`config.mk`:
```
export PLATFORM = sky130hd
export DESIGN_NAME = bbd_core
export DESIGN_NICKNAME = d
export VERILOG_FILES = /design/src/design/bbd_pkg.sv /design/src/design/bbd_core.sv /design/src/design/bbd_ram.sv /design/src/design/bbd_decode.sv
export SDC_FILE = /design/constraint.sdc
export NUM_CORES = 2
export LEC_CHECK = 0
export ABC_AREA = 1
export BUFFER_PORTS_ARGS = -buffer_cell sky130_fd_sc_hd__buf_2
export CAP_MARGIN = 20
export CORE_AREA = 8 8 467 469
export DETAILED_ROUTE_END_ITERATION = 10
export DIE_AREA = 0 0 475 477
export PLACE_DENSITY = 0.63
export REMOVE_ABC_BUFFERS = 1
export SYNTH_ARGS = -nofsm -noshare
export SYNTH_HDL_FRONTEND = slang
export SYNTH_SLANG_ARGS = --single-unit
```
`constraint.sdc`:
```
create_clock -name i_ref_clk -period 4.85 [get_ports i_ref_clk]
set_input_delay 0.97 -clock i_ref_clk [delete_from_list [all_inputs] [get_ports i_ref_clk]]
set_output_delay 0.97 -clock i_ref_clk [all_outputs]
set_load 0.005 [all_outputs]
```
`src/design/bbd_pkg.sv`:
```
// What this block does
// RULE_01: Opcode 82 ANDs addressed bit into carry.
// RULE_02: Opcode B0 ANDs inverted bit into carry.
// RULE_03: Opcode 72 ORs addressed bit into carry.
// RULE_04: Opcode A0 ORs inverted bit into carry.
// RULE_05: Opcode A2 copies bit to carry, one cycle.
// RULE_06: Opcode 92 writes carry to bit, two cycles.
// RULE_07: Opcode 73 jumps to accumulator plus pointer.
// RULE_08: Opcode 70 branches when accumulator nonzero.
// RULE_09: Opcode 40 branches when carry is one.
// RULE_10: Opcode 50 branches when carry is zero.
// RULE_11: Opcode 20 branches when bit is one.
// RULE_12: Opcode 30 branches when bit is zero.
// RULE_13: Opcode 10 branches and clears set bit.
// RULE_14: Opcode B5 compares direct byte, branches unequal.
// RULE_15: Opcode B4 compares immediate, branches unequal.
// RULE_16: Opcodes B8-BF compare register with immediate.
// RULE_17: Opcodes B6-B7 compare indirect byte with immediate.
// RULE_18: Opcodes D8-DF decrement register, branch nonzero.
// RULE_19: Opcode D5 decrements direct byte, branch nonzero.
// RULE_20: Relative offset is signed, from next instruction.
// RULE_21: Short targets stay in current 2 KB page.
// RULE_22: Long targets reach whole 64 KB space.
// RULE_23: Carry and bit set/clear/invert take one cycle.
// RULE_24: Short opcodes hold target bits 10 to 8.
// RULE_25: Calls push return address; returns pop it.
`default_nettype none
package bbd_pkg;
    // ==========================================================
    // Constants
    localparam logic [7:0] SP_RESET = 8'h07;
    localparam int MC_CLKS_DEF = 16;
    localparam logic [7:0] BIT_RAM_BASE = 8'h20;

    // ==========================================================
    // Types
    typedef enum logic [5:0] {
        CL_NOP, CL_CLR_C, CL_SET_C, CL_INV_C, CL_CLR_BIT, CL_SET_BIT,
        CL_INV_BIT, CL_AND_BIT, CL_ANDN_BIT, CL_OR_BIT, CL_ORN_BIT,
        CL_MOV_C_BIT, CL_MOV_BIT_C, CL_SHORT_CALL, CL_SHORT_JUMP,
        CL_LONG_CALL, CL_LONG_JUMP, CL_SUB_RET, CL_INT_RET, CL_REL_JUMP,
        CL_IND_JUMP, CL_BR_ACC_Z, CL_BR_ACC_NZ, CL_BR_C1, CL_BR_C0,
        CL_BR_BIT1, CL_BR_BIT0, CL_BR_BIT1_CLR, CL_CMP_DIR, CL_CMP_IMM,
        CL_CMP_REG, CL_CMP_IND, CL_DEC_REG, CL_DEC_DIR, CL_OTHER
    } bbd_class_type;

    typedef enum logic [8:0] {
        S_WAIT = 9'h001,
        S_FETCH = 9'h002,
        S_CAPT = 9'h004,
        S_RDA = 9'h008,
        S_CAPA = 9'h010,
        S_RDB = 9'h020,
        S_CAPB = 9'h040,
        S_EXEC = 9'h080,
        S_WRB = 9'h100
    } bbd_state_type;

    // ==========================================================
    // Functions
    function automatic logic [7:0] bit_byte(input logic [7:0] b);
        if (b[7]) begin
            return {b[7:3], 3'h0};
        end
        return BIT_RAM_BASE + {4'h0, b[6:3]};
    endfunction

    function automatic logic [15:0] rel_target(input logic [15:0] pc, input logic [7:0] r);
        return pc + {{8{r[7]}}, r};
    endfunction
endpackage
`default_nettype wire

```
`src/design/bbd_core.sv`:
```
`timescale 1ns/1ps
`default_nettype none
module bbd_core #(
    parameter int MC_CLKS = bbd_pkg::MC_CLKS_DEF // Clocks per machine cycle, at least 12.
) (
    input wire logic i_ref_clk, // 250 MHz clock.
    input wire logic i_rst, // Synchronous reset, active high.
    input wire logic [7:0] i_code_data, // Program byte at o_code_addr.
    input wire logic [7:0] i_acc, // Accumulator of the core.
    input wire logic [15:0] i_data_pointer_16, // Data pointer of the core.
    output logic [15:0] o_code_addr, // Program fetch address.
    output logic o_code_rd, // Fetch strobe.
    output logic [15:0] o_pc, // Program counter.
    output logic o_carry, // Carry flag.
    output logic o_retire, // Instruction finished.
    output logic o_irq_return, // Interrupt return finished.
    output logic o_unhandled // Opcode outside these groups.
);
    localparam int DIV_W = $clog2(MC_CLKS);

    // ==========================================================
    // State
    bbd_pkg::bbd_state_type st_q;
    bbd_pkg::bbd_class_type cls_q;
    bbd_pkg::bbd_class_type dec_cls;
    logic [1:0] len_q, dec_len, cyc_q, dec_cyc, idx_q, used_q, cur_len;
    logic [7:0] op_q, b2_q, b3_q, opa_q, opb_q, sp_q, ret_hi_q, dec_in;
    logic [15:0] pc_q;
    logic carry_q, started_q;
    logic [DIV_W-1:0] div_q;
    logic tick, done;
    logic ram_we_q;
    logic [7:0] ram_wa_q, ram_wd_q, ram_ra, ram_rd;
    logic need_a, need_b, bit_val, taken, wa_en, bit_wr, newbit, is_call, is_ret;
    logic [7:0] addr_a, addr_b, rel, wa_d, wd_d;
    logic [15:0] pc_d;
    logic carry_d;

    // ==========================================================
    // Machine-cycle divider
    assign tick = (div_q == '0);
    assign done = (used_q + 2'h1) >= cyc_q;

    always_ff @(posedge i_ref_clk) begin
        if (i_rst || div_q == DIV_W'(MC_CLKS - 1)) begin
            div_q <= '0;
        end else begin
            div_q <= div_q + 1'b1;
        end
    end

    // ==========================================================
    // Decode and operand addressing
    assign dec_in = (st_q == bbd_pkg::S_CAPT && idx_q == 2'h0) ? i_code_data : op_q;
    assign cur_len = (idx_q == 2'h0) ? dec_len : len_q;

    bbd_decode u_dec (
        .i_opcode(dec_in),
        .o_class(dec_cls),
        .o_len(dec_len),
        .o_cycles(dec_cyc)
    );

    assign is_call = (cls_q == bbd_pkg::CL_SHORT_CALL) || (cls_q == bbd_pkg::CL_LONG_CALL);
    assign is_ret = (cls_q == bbd_pkg::CL_SUB_RET) || (cls_q == bbd_pkg::CL_INT_RET);
    assign need_b = is_ret || (cls_q == bbd_pkg::CL_CMP_IND);
    assign bit_val = opa_q[b2_q[2:0]];
    // Only the bank 0 registers are reached; bank switching lives elsewhere.
    assign addr_b = (cls_q == bbd_pkg::CL_CMP_IND) ? opa_q : sp_q - 8'h01;
    assign ram_ra = (st_q == bbd_pkg::S_RDB) ? addr_b : addr_a;
    assign rel = (len_q == 2'h3) ? b3_q : b2_q;
    assign wa_d = is_call ? sp_q + 8'h01 : addr_a;

    always_comb begin
        need_a = 1'b1;
        case (cls_q)
            bbd_pkg::CL_CMP_DIR, bbd_pkg::CL_DEC_DIR: addr_a = b2_q;
            bbd_pkg::CL_CMP_REG, bbd_pkg::CL_DEC_REG: addr_a = {5'h00, op_q[2:0]};
            bbd_pkg::CL_CMP_IND: addr_a = {7'h00, op_q[0]};
            bbd_pkg::CL_SUB_RET, bbd_pkg::CL_INT_RET: addr_a = sp_q;
            default: addr_a = bbd_pkg::bit_byte(b2_q);
        endcase
        case (cls_q)
            bbd_pkg::CL_NOP, bbd_pkg::CL_CLR_C, bbd_pkg::CL_SET_C, bbd_pkg::CL_INV_C,
            bbd_pkg::CL_SHORT_CALL, bbd_pkg::CL_SHORT_JUMP, bbd_pkg::CL_LONG_CALL,
            bbd_pkg::CL_LONG_JUMP, bbd_pkg::CL_REL_JUMP, bbd_pkg::CL_IND_JUMP,
            bbd_pkg::CL_BR_ACC_Z, bbd_pkg::CL_BR_ACC_NZ, bbd_pkg::CL_BR_C1, bbd_pkg::CL_BR_C0,
            bbd_pkg::CL_CMP_IMM, bbd_pkg::CL_OTHER: need_a = 1'b0;
            default: need_a = 1'b1;
        endcase
    end

    // ==========================================================
    // Execution
    always_comb begin
        pc_d = pc_q;
        carry_d = carry_q;
        taken = 1'b0;
        wa_en = 1'b0;
        bit_wr = 1'b0;
        newbit = 1'b0;
        wd_d = opa_q;
        case (cls_q)
            bbd_pkg::CL_CLR_C: carry_d = 1'b0; // RULE_23
            bbd_pkg::CL_SET_C: carry_d = 1'b1; // RULE_23
            bbd_pkg::CL_INV_C: carry_d = ~carry_q; // RULE_23
            bbd_pkg::CL_AND_BIT: carry_d = carry_q & bit_val; // RULE_01
            bbd_pkg::CL_ANDN_BIT: carry_d = carry_q & ~bit_val; // RULE_02
            bbd_pkg::CL_OR_BIT: carry_d = carry_q | bit_val; // RULE_03
            bbd_pkg::CL_ORN_BIT: carry_d = carry_q | ~bit_val; // RULE_04
            bbd_pkg::CL_MOV_C_BIT: carry_d = bit_val; // RULE_05
            bbd_pkg::CL_CLR_BIT: bit_wr = 1'b1; // RULE_23
            bbd_pkg::CL_SET_BIT: begin
                bit_wr = 1'b1;
                newbit = 1'b1;
            end
            bbd_pkg::CL_INV_BIT: begin
                bit_wr = 1'b1;
                newbit = ~bit_val;
            end
            bbd_pkg::CL_MOV_BIT_C: begin
                bit_wr = 1'b1; // RULE_06
                newbit = carry_q;
            end
            bbd_pkg::CL_SHORT_CALL, bbd_pkg::CL_SHORT_JUMP: pc_d = {pc_q[15:11], op_q[7:5], b2_q}; // RULE_21 RULE_24
            bbd_pkg::CL_LONG_CALL, bbd_pkg::CL_LONG_JUMP: pc_d = {b2_q, b3_q}; // RULE_22
            bbd_pkg::CL_SUB_RET, bbd_pkg::CL_INT_RET: pc_d = {opa_q, opb_q}; // RULE_25
            bbd_pkg::CL_REL_JUMP: taken = 1'b1;
            bbd_pkg::CL_IND_JUMP: pc_d = i_data_pointer_16 + {8'h00, i_acc}; // RULE_07
            bbd_pkg::CL_BR_ACC_Z: taken = (i_acc == 8'h00);
            bbd_pkg::CL_BR_ACC_NZ: taken = (i_acc != 8'h00); // RULE_08
            bbd_pkg::CL_BR_C1: taken = carry_q; // RULE_09
            bbd_pkg::CL_BR_C0: taken = ~carry_q; // RULE_10
            bbd_pkg::CL_BR_BIT1: taken = bit_val; // RULE_11
            bbd_pkg::CL_BR_BIT0: taken = ~bit_val; // RULE_12
            bbd_pkg::CL_BR_BIT1_CLR: begin
                taken = bit_val; // RULE_13
                bit_wr = bit_val;
            end
            bbd_pkg::CL_CMP_DIR: taken = (i_acc != opa_q); // RULE_14
            bbd_pkg::CL_CMP_IMM: taken = (i_acc != b2_q); // RULE_15
            bbd_pkg::CL_CMP_REG: taken = (opa_q != b2_q); // RULE_16
            bbd_pkg::CL_CMP_IND: taken = (opb_q != b2_q); // RULE_17
            bbd_pkg::CL_DEC_REG, bbd_pkg::CL_DEC_DIR: begin
                wa_en = 1'b1; // RULE_18 RULE_19
                wd_d = opa_q - 8'h01;
                taken = (opa_q != 8'h01);
            end
            default: pc_d = pc_q;
        endcase
        if (bit_wr) begin
            wa_en = 1'b1;
            wd_d[b2_q[2:0]] = newbit;
        end
        if (is_call) begin
            wa_en = 1'b1; // RULE_25
            wd_d = pc_q[7:0];
        end
        if (taken) begin
            pc_d = bbd_pkg::rel_target(pc_q, rel); // RULE_20
        end
    end

    // ==========================================================
    // Sequencer
    always_ff @(posedge i_ref_clk) begin
        if (i_rst) begin
            st_q <= bbd_pkg::S_WAIT;
            idx_q <= 2'h0;
            used_q <= 2'h0;
            started_q <= 1'b0;
            cls_q <= bbd_pkg::CL_NOP;
            len_q <= 2'h1;
            cyc_q <= 2'h1;
            op_q <= 8'h00;
            b2_q <= 8'h00;
            b3_q <= 8'h00;
            opa_q <= 8'h00;
            opb_q <= 8'h00;
        end else begin
            case (st_q)
                bbd_pkg::S_WAIT: begin
                    if (tick && done) begin
                        st_q <= bbd_pkg::S_FETCH;
                        used_q <= 2'h0;
                        idx_q <= 2'h0;
                        started_q <= 1'b1;
                    end else if (tick) begin
                        used_q <= used_q + 2'h1;
                    end
                end
                bbd_pkg::S_FETCH: st_q <= bbd_pkg::S_CAPT;
                bbd_pkg::S_CAPT: begin
                    idx_q <= idx_q + 2'h1;
                    if (idx_q == 2'h0) begin
                        op_q <= i_code_data;
                        cls_q <= dec_cls;
                        len_q <= dec_len;
                        cyc_q <= dec_cyc;
                    end else if (idx_q == 2'h1) begin
                        b2_q <= i_code_data;
                    end else begin
                        b3_q <= i_code_data;
                    end
                    st_q <= (idx_q + 2'h1 < cur_len) ? bbd_pkg::S_FETCH : bbd_pkg::S_RDA;
                end
                bbd_pkg::S_RDA: st_q <= need_a ? bbd_pkg::S_CAPA : bbd_pkg::S_EXEC;
                bbd_pkg::S_CAPA: begin
                    opa_q <= ram_rd;
                    st_q <= need_b ? bbd_pkg::S_RDB : bbd_pkg::S_EXEC;
                end
                bbd_pkg::S_RDB: st_q <= bbd_pkg::S_CAPB;
                bbd_pkg::S_CAPB: begin
                    opb_q <= ram_rd;
                    st_q <= bbd_pkg::S_EXEC;
                end
                bbd_pkg::S_EXEC: st_q <= is_call ? bbd_pkg::S_WRB : bbd_pkg::S_WAIT;
                bbd_pkg::S_WRB: st_q <= bbd_pkg::S_WAIT;
                default: st_q <= bbd_pkg::S_WAIT;
            endcase
        end
    end

    // ==========================================================
    // Program counter, carry and stack pointer
    always_ff @(posedge i_ref_clk) begin
        if (i_rst) begin
            pc_q <= 16'h0000;
        end else if (st_q == bbd_pkg::S_CAPT) begin
            pc_q <= pc_q + 16'h0001;
        end else if (st_q == bbd_pkg::S_EXEC) begin
            pc_q <= pc_d;
        end
    end

    always_ff @(posedge i_ref_clk) begin
        if (i_rst) begin
            carry_q <= 1'b0;
        end else if (st_q == bbd_pkg::S_EXEC) begin
            carry_q <= carry_d;
        end
    end

    always_ff @(posedge i_ref_clk) begin
        if (i_rst) begin
            sp_q <= bbd_pkg::SP_RESET;
        end else if (st_q == bbd_pkg::S_EXEC && is_call) begin
            sp_q <= sp_q + 8'h02; // RULE_25
        end else if (st_q == bbd_pkg::S_EXEC && is_ret) begin
            sp_q <= sp_q - 8'h02; // RULE_25
        end
    end

    // ==========================================================
    // Data memory writes
    // A call writes the low return byte from the execute step and the high byte one clock later.
    always_ff @(posedge i_ref_clk) begin
        if (i_rst) begin
            ram_we_q <= 1'b0;
            ram_wa_q <= 8'h00;
            ram_wd_q <= 8'h00;
            ret_hi_q <= 8'h00;
        end else if (st_q == bbd_pkg::S_EXEC) begin
            ram_we_q <= wa_en;
            ram_wa_q <= wa_d;
            ram_wd_q <= wd_d;
            ret_hi_q <= pc_q[15:8];
        end else if (st_q == bbd_pkg::S_WRB) begin
            ram_we_q <= 1'b1;
            ram_wa_q <= sp_q;
            ram_wd_q <= ret_hi_q;
        end else begin
            ram_we_q <= 1'b0;
        end
    end

    bbd_ram #(
        .AW(8),
        .DW(8)
    ) u_ram (
        .i_ref_clk(i_ref_clk),
        .i_we(ram_we_q),
        .i_waddr(ram_wa_q),
        .i_wdata(ram_wd_q),
        .i_raddr(ram_ra),
        .o_rdata(ram_rd)
    );

    // ==========================================================
    // Outputs
    always_ff @(posedge i_ref_clk) begin
        if (i_rst) begin
            o_code_addr <= 16'h0000;
            o_code_rd <= 1'b0;
            o_retire <= 1'b0;
            o_irq_return <= 1'b0;
            o_unhandled <= 1'b0;
        end else begin
            o_code_addr <= (st_q == bbd_pkg::S_FETCH) ? pc_q : o_code_addr;
            o_code_rd <= (st_q == bbd_pkg::S_FETCH);
            o_retire <= (st_q == bbd_pkg::S_WAIT) && tick && done && started_q;
            o_irq_return <= (st_q == bbd_pkg::S_EXEC) && (cls_q == bbd_pkg::CL_INT_RET);
            o_unhandled <= (st_q == bbd_pkg::S_EXEC) && (cls_q == bbd_pkg::CL_OTHER);
        end
    end

    assign o_pc = pc_q;
    assign o_carry = carry_q;

    logic ex;
    assign ex = (st_q == bbd_pkg::S_EXEC);
endmodule // bbd_core
`default_nettype wire

```
`src/design/bbd_ram.sv`:
```
`timescale 1ns/1ps
`default_nettype none
module bbd_ram #(
    parameter int AW = 8, // Address width.
    parameter int DW = 8 // Data width.
) (
    input wire logic i_ref_clk, // Clock.
    input wire logic i_we, // Write enable.
    input wire logic [AW-1:0] i_waddr, // Write address.
    input wire logic [DW-1:0] i_wdata, // Write data.
    input wire logic [AW-1:0] i_raddr, // Read address.
    output logic [DW-1:0] o_rdata // Registered read data.
);
    logic [DW-1:0] mem [0:(1<<AW)-1];

    always_ff @(posedge i_ref_clk) begin
        if (i_we) begin
            mem[i_waddr] <= i_wdata;
        end
    end

    always_ff @(posedge i_ref_clk) begin
        o_rdata <= mem[i_raddr];
    end
endmodule // bbd_ram
`default_nettype wire

```
`src/design/bbd_decode.sv`:
```
`timescale 1ns/1ps
`default_nettype none
module bbd_decode (
    input wire logic [7:0] i_opcode, // Opcode byte.
    output var bbd_pkg::bbd_class_type o_class, // Operation class.
    output logic [1:0] o_len, // Bytes in instruction.
    output logic [1:0] o_cycles // Machine cycles.
);
    logic [9:0] d;

    function automatic logic [9:0] ent(input bbd_pkg::bbd_class_type c, input logic [1:0] l,
                                       input logic [1:0] n);
        return {c, l, n};
    endfunction

    always_comb begin
        d = ent(bbd_pkg::CL_OTHER, 2'h1, 2'h1);
        case (i_opcode)
            8'h00: d = ent(bbd_pkg::CL_NOP, 2'h1, 2'h1);
            8'hC3: d = ent(bbd_pkg::CL_CLR_C, 2'h1, 2'h1); // RULE_23
            8'hD3: d = ent(bbd_pkg::CL_SET_C, 2'h1, 2'h1); // RULE_23
            8'hB3: d = ent(bbd_pkg::CL_INV_C, 2'h1, 2'h1); // RULE_23
            8'hC2: d = ent(bbd_pkg::CL_CLR_BIT, 2'h2, 2'h1); // RULE_23
            8'hD2: d = ent(bbd_pkg::CL_SET_BIT, 2'h2, 2'h1); // RULE_23
            8'hB2: d = ent(bbd_pkg::CL_INV_BIT, 2'h2, 2'h1); // RULE_23
            8'h82: d = ent(bbd_pkg::CL_AND_BIT, 2'h2, 2'h2); // RULE_01
            8'hB0: d = ent(bbd_pkg::CL_ANDN_BIT, 2'h2, 2'h2); // RULE_02
            8'h72: d = ent(bbd_pkg::CL_OR_BIT, 2'h2, 2'h2); // RULE_03
            8'hA0: d = ent(bbd_pkg::CL_ORN_BIT, 2'h2, 2'h2); // RULE_04
            8'hA2: d = ent(bbd_pkg::CL_MOV_C_BIT, 2'h2, 2'h1); // RULE_05
            8'h92: d = ent(bbd_pkg::CL_MOV_BIT_C, 2'h2, 2'h2); // RULE_06
            8'h12: d = ent(bbd_pkg::CL_LONG_CALL, 2'h3, 2'h2); // RULE_22
            8'h02: d = ent(bbd_pkg::CL_LONG_JUMP, 2'h3, 2'h2); // RULE_22
            8'h22: d = ent(bbd_pkg::CL_SUB_RET, 2'h1, 2'h2); // RULE_25
            8'h32: d = ent(bbd_pkg::CL_INT_RET, 2'h1, 2'h2); // RULE_25
            8'h80: d = ent(bbd_pkg::CL_REL_JUMP, 2'h2, 2'h2);
            8'h73: d = ent(bbd_pkg::CL_IND_JUMP, 2'h1, 2'h2); // RULE_07
            8'h60: d = ent(bbd_pkg::CL_BR_ACC_Z, 2'h2, 2'h2);
            8'h70: d = ent(bbd_pkg::CL_BR_ACC_NZ, 2'h2, 2'h2); // RULE_08
            8'h40: d = ent(bbd_pkg::CL_BR_C1, 2'h2, 2'h2); // RULE_09
            8'h50: d = ent(bbd_pkg::CL_BR_C0, 2'h2, 2'h2); // RULE_10
            8'h20: d = ent(bbd_pkg::CL_BR_BIT1, 2'h3, 2'h2); // RULE_11
            8'h30: d = ent(bbd_pkg::CL_BR_BIT0, 2'h3, 2'h2); // RULE_12
            8'h10: d = ent(bbd_pkg::CL_BR_BIT1_CLR, 2'h3, 2'h2); // RULE_13
            8'hB5: d = ent(bbd_pkg::CL_CMP_DIR, 2'h3, 2'h2); // RULE_14
            8'hB4: d = ent(bbd_pkg::CL_CMP_IMM, 2'h3, 2'h2); // RULE_15
            8'hD5: d = ent(bbd_pkg::CL_DEC_DIR, 2'h3, 2'h2); // RULE_19
            default: begin
                if (i_opcode[3:0] == 4'h1) begin
                    d = ent(i_opcode[4] ? bbd_pkg::CL_SHORT_CALL : bbd_pkg::CL_SHORT_JUMP, 2'h2, 2'h2); // RULE_24
                end else if (i_opcode[7:3] == 5'h17) begin
                    d = ent(bbd_pkg::CL_CMP_REG, 2'h3, 2'h2); // RULE_16
                end else if (i_opcode[7:1] == 7'h5B) begin
                    d = ent(bbd_pkg::CL_CMP_IND, 2'h3, 2'h2); // RULE_17
                end else if (i_opcode[7:3] == 5'h1B) begin
                    d = ent(bbd_pkg::CL_DEC_REG, 2'h2, 2'h2); // RULE_18
                end
            end
        endcase
    end

    assign o_class = bbd_pkg::bbd_class_type'(d[9:4]);
    assign o_len = d[3:2];
    assign o_cycles = d[1:0];
endmodule // bbd_decode
`default_nettype wire

```
After elaboration in Yosys (flattened, before gate mapping) --
Memories as Yosys holds them, arrays and structs flattened. A register that Yosys moved wholly into a read port is not among the register bits. Cells that the tools add are included.
Cells by class: eq/ne operators 85, magnitude comparators 4, reductions and logical operators 45, muxes and demuxes 58, bitwise logic cells 8, $add $sub $neg 12
Operators by type and width (number):
- 10-bit case mux with 29 select lines | 1
- 8-bit 2-to-1 mux | 18
- 8-bit == test, second input constant | 15
- 6-bit by 5-bit == test with 1-bit output, second input constant | 16
- 9-bit case mux with 8 select lines | 1
- 16-bit case mux with 4 select lines | 1
- 6-bit by 4-bit == test with 1-bit output, second input constant | 8
- 8-bit by 7-bit == test with 1-bit output, second input constant | 6
- 16-bit 2-to-1 mux | 3
- 8-bit by 6-bit == test with 1-bit output, second input constant | 4
- 8-bit != test | 4
- 8-bit case mux with 4 select lines | 1
- 10-bit 2-to-1 mux | 3
- 6-bit by 3-bit == test with 1-bit output, second input constant | 4
- 6-bit == test, second input constant | 3
- 6-bit 2-to-1 mux | 3
- 9-bit 2-to-1 mux | 2
- 16-bit by 1-bit adder with 16-bit output, second input constant | 1
- 16-bit adder | 1
- 16-bit by 8-bit adder with 16-bit output | 1
- 8-bit by 5-bit == test with 1-bit output, second input constant | 2
- 8-bit logical NOT | 2
- 8-bit nonzero test | 2
- 8-bit by 1-bit subtractor with 8-bit output, second input constant | 2
- other kinds (57) | 108
Word-level totals: memories kept 2, memory bits (writable) 2048, register bits 138, memory bits (read-only) 64
Memories:
- u_ram.mem | words 256, width 8, rd ports 1, clocked after memory_dff 1, write ports 1, line bbd_ram.sv:14 | logic [DW-1:0] mem [0:(1<<AW)-1];
- (no name shown) | words 64, width 1, rd ports 1, clocked after memory_dff 1, write ports 0, line bbd_core.sv:83 | case (cls_q)

Longest topological paths before layout --
word-level depth 13, mapped depth 31, gate-level depth less buffers 29

Modules after synthesis --
From an unflattened synthesis, not the netlist that was laid out.
Unflattened totals: cell total of the unflattened synthesis 8676, area total of the unflattened synthesis 93876.3 um^2
By module, submodules not included:
- bbd_ram | area each 83396.2 um^2, cells each 7003, instances 1
- bbd_core | area each 9635.5 um^2, cells each 1512, instances 1
- bbd_decode | area each 844.6 um^2, cells each 161, instances 1

Worst setup path after synthesis --
OpenSTA, ideal clock, no wires.
kind reg2reg, from register ram_wd_q[0], to memory u_ram.mem[0][0], data pin, path slack 0.602 ns, cell stages (with the launch flop) 1, period minus slack after synthesis 4.248 ns, library setup time 0.855 ns, required time 3.995 ns, arrival 3.393 ns, cells stage by stage dfxtp_1
RTL lines:
- from (decl) | line bbd_core.sv:33 | logic [7:0] ram_wa_q, ram_wd_q, ram_ra, ram_rd;
- from (signal assigned) | line bbd_core.sv:266 | ram_wd_q <= wd_d;
- from (signal assigned) | line bbd_core.sv:271 | ram_wd_q <= ret_hi_q;
- to (decl) | line bbd_ram.sv:14
Straight into the memory's write port.

Worst setup path in the final report --
from register cls_q[0], to register u_ram.o_rdata[1], read port of u_ram.mem
On the way: longest elaborated chain between the ends 4, elaborated cells on any way between the ends 13
RTL lines:
- from (decl) | line bbd_core.sv:24 | bbd_pkg::bbd_class_type cls_q;
- from (signal assigned) | line bbd_core.sv:172 | cls_q <= bbd_pkg::CL_NOP;
- from (signal assigned) | line bbd_core.sv:197 | cls_q <= dec_cls;
- 6-bit by 5-bit == test with 1-bit output / 6-bit == test (equally long branches) | line bbd_core.sv:76 | case (cls_q)
- 2-bit OR reduction
- 8-bit case mux with 4 select lines | line bbd_core.sv:76
- 8-bit 2-to-1 mux * | line bbd_core.sv:70 | assign ram_ra = (st_q == bbd_pkg::S_RDB) ? addr_b : addr_a;
- to (decl) | line bbd_ram.sv:12 | output logic [DW-1:0] o_rdata
Mark *: on every way between the ends. The rest lies on a longest branch, timed or not. A chain may end at the register's enable or synchronous reset.

==> impl_results.md <==
- Total clock sinks: 2194
- Largest stage delay, worst path: just under 0.5 ns
- R2R depth: 19
- Worst skew pair latency: slightly below 0.9 ns
- Slowest stage cell, crit path: o21ai_0
- Crit path top cell by count: nand3_1
- Crit Path Class: reg2reg
- Area grow syn2layout: 11.2%
- Critical Path RT: between 5 and 6 ns
- Final-report hold violation count: 0
- Pwr Density: roughly 350 nW/um^2
- CTS tree: built
- Final clock skew: 0.0363 ns
- Sequential share of power: ~53%
- Switch share: about 20%
- Vias/cell: about 5.6
- Residual DRC: 0
- Cell family with most CP delay: simple AND/OR/NAND/NOR gates
- Worst path bufs/invs: 5
- Area contributors post-synth: edfxtp_1 62%, nand3_1 8.4%, nand2_1 8.0%
- Peak supply drop: 354 uV
- Design area: 109000 sq um
- # IOs: 71
- Final setup fails: 0
- Clock power frac: a little under half
- WL met2: around 130000 um
- DIE AREA: ~230000 sq um
- Yosys reg bits: 2194
- Post-CTS sizing: 0
- Worst R2R Setup Slack: 0.33 ns
- Met3 WL: 23300 um
- Cell depth of the worst setup path: 19
- Post-CTS Hold Buffers: 0
- Clock Root Buffer: clkbuf_16
- # Max-Cap Violations: 0
- Pre-CTS setup slack: 0.558 ns
- Slew @ Worst Pin: ~1.7 ns
- Fillers: 18516
- RSZ-0062 raised after global routing: no
- CTS clk-pin slew, worst paths: about 0.060 ns
- FF-to-FF End: u_ram.o_rdata[1]
- Vias: roughly 70000
- Vias in the first global route: 66523
- Post-place instance area: around 100000 sq um
- Synth Warn #: 0
- Worst hold path class: in2reg
- Final wirelength: 286000 um
- Post-synth EDFFs: around 2000
- Maximum clock rate: approximately 0.22 GHz
- Final Cycle Share: 93.2%
- HPWL after DPL: ~170000 um
- H-tree Lvls: 4
- Die width: ~480 um
- Max clock buf depth: 3
- Largest net degree at the start of global routing: 220
- Status: finished, violations left
- Max-slew violation count: 104
- Synth Instances: 9479
- Post-synth top area share: between 60% and 70%
- Post-synth top area cell: edfxtp_1
- Initial Utilization: a little under half
- First-pass GRT wire length: 427000 um
- Commonest register cell after synthesis: edfxtp_1
- Fin Hold WS: between 0.3 and 0.4 ns
- Highest Signal Layer: met4
- WP data arrival: 5.29 ns
- Total CTS buffers: about 220
- Final Util: 51.9%
- DRT iter0 DRCs: ~8000
- Switching power: slightly below 0.008 W
- Setup TNS: 0 ns
- Syn_area_per_cell: slightly above 10 sq um
- Synthesized cell area: 98500 sq um
- WL met1: around 120000 um
- Nets: around 9500
- Die height: between 400 and 500 um
- Ys async rst share: 0%
- Pint: around 0.030 W
- GRT Overall Usage: between 20% and 30%
- Grt ovf: 0
- Layout cells sized above 1: around 6.9%
- I/O Buffers: 70
- Post-CTS Setup Inserts: 0
- Failing checks: slew limit
- Gpl congestion: about 0.9
- Comb pwr share: 1.4%
- Num rows: about 170
- R2r startpoint: cls_q[0]
- CP Launch Type: register
- Core area: about 210000 sq um
- Type of destination of the critical path: register
- Setup ws final: between 0.3 and 0.4 ns
- Post-synth cell types: 56
- First-pass DRT Iterations: 6
- Crit. Startpoint: cls_q[0]
- Antenna viol nets, final: 0
- Initial antenna violation count: 4
- Max-Slew Margin vs Limit: -10.9%
- Worst-path fanout max: between 40 and 50
- Critical Path Sink: u_ram.o_rdata[1]
- Sequential share of the synthesized area: 65.4%
- Fin crit period: 4.52 ns
- Leakage: between 40 and 50 nW
- Avg WL per Cell: ~23 um
- CP Cell Sequence: nor2_2 -> inv_2 -> nor2_2 -> nand2_1 -> nand2_2 -> inv_2 -> nand3_2 -> inv_1 -> o21ai_0 -> nand2_1 -> nand2_4 -> inv_4 -> buf_12 -> nand3_1 -> nand3_1 -> nand3_1 -> nand3_1 -> nand3_1 -> nand2_1
[tightest hold or removal path, delay by kind of cell]
kind,cells,cell delay (ns)
buffers and inverters,2,0.18
AO/OA/AOI/OAI,1,0.06
[layer usage]
layer / global-route usage [%] / vias to the layer above
met4: 9.35 / 0
li1: - / 32335
met1: 34.0 / 33974
met5: 0 / -
met3: 4.13 / 532
met2: 38.8 / 2940
[layout by cell type, fill, tap and decap left out, drive strengths merged, types with 3 or more instances in the layout]
master,instances
nand2,2119
edfxtp,2048
nand3,1648
inv,1116
nand3b,453
nor2,439
clkbuf,280
o21ai,260
buf,252
a21oi,248
o211ai,154
dfxtp,146
clkinv,99
nand4,52
ha,41
nor3,36
xor2,29
bufinv,24
o22ai,16
or2,15
a31oi,11
nor4,10
a41oi,9
o221ai,8
a211oi,6
o21bai,5
clkinvlp,5
xnor2,4
o311ai,3
o211a,3
fa,3
[area by class of cell]
class,count,area (sq um),share of cell area (%)
Antenna cell,2,5.00,0.00457
Clock buffer,280,5910,5.40
Sequential cell,2194,64500,58.9
Timing Repair Buffer,252,2590,2.37
Tap cell,2821,3530,3.22
Clock inverter,132,1420,1.30
Multi-Input combinational cell,5592,27400,25.0
Inverter,1112,4190,3.83
[per-stage QoR]
| step | cells | power [W] |
|---|---|---|
| after floorplan | 8898 | 0.0212 |
| after global placement | 11969 | 0.0214 |
| after detailed placement | 11971 | 0.0214 |
| after CTS | 12383 | 0.0385 |
| after global routing | 12385 | 0.0392 |
| final | 12385 | 0.0383 |
[power by group through the flow]
stage / clock, W / combinational [W] / sequential, W
2_1_floorplan: 0 / 0.000322 / 0.0208
3_3_place_gp: 0 / 0.000544 / 0.0208
3_5_place_dp: 0 / 0.000541 / 0.0208
4_1_cts: 0.0175 / 0.000543 / 0.0204
5_1_grt: 0.0182 / 0.000606 / 0.0204
6_report: 0.0173 / 0.000551 / 0.0204
[sequential cells by signal, summed over array words and instances (netlist names), 2 cells and up]
name,count
u_ram.mem,2048
o_code_addr,16
o_pc,16
st_q,9
b2_q,8
b3_q,8
op_q,8
opa_q,8
opb_q,8
ram_wa_q,8
ram_wd_q,8
ret_hi_q,8
u_ram.o_rdata,8
sp_q,7
cls_q,6
div_q,4
cyc_q,2
idx_q,2
len_q,2
used_q,2
[cells in the mapped netlist, drive strengths merged, types with 4 or more instances]
master and number:
clkinv 5, a21oi 248, xnor2 4, inv 1107, o22ai 16, ha 41, nand2 2119, o21bai 5
nor4 10, nand4 52, dfxtp 146, nor3 36, o21ai 260, nand3b 453, a41oi 9, nand3 1648
edfxtp 2048, nor2 439, buf 320, xor2 29, a211oi 6, or2 15, o211ai 154, clkbuf 261
o221ai 8, a31oi 11
[how the worst min path moves through the flow]
stage                         startpoint        to  slack (ns)  cells past startpoint
final                     i_code_data[2]   b3_q[2]        0.39                      3
after global routing      i_code_data[2]   b3_q[2]        0.36                      3
after CTS                 i_code_data[2]   b3_q[2]        0.31                      3
after detailed placement       started_q  o_retire        0.44                      2
after global placement         started_q  o_retire        0.43                      2
after floorplan                started_q  o_retire        0.42                      2
[cells by family after synthesis]
kind of cell	share of synthesized area (%)
compound gates	4.36
xor+xnor	0.294
fa+ha+maj	0.582
buf+inv	6.91
flops	65.4
simple gates	22.4
No activity file was read; power rests on OpenSTA's default activity.
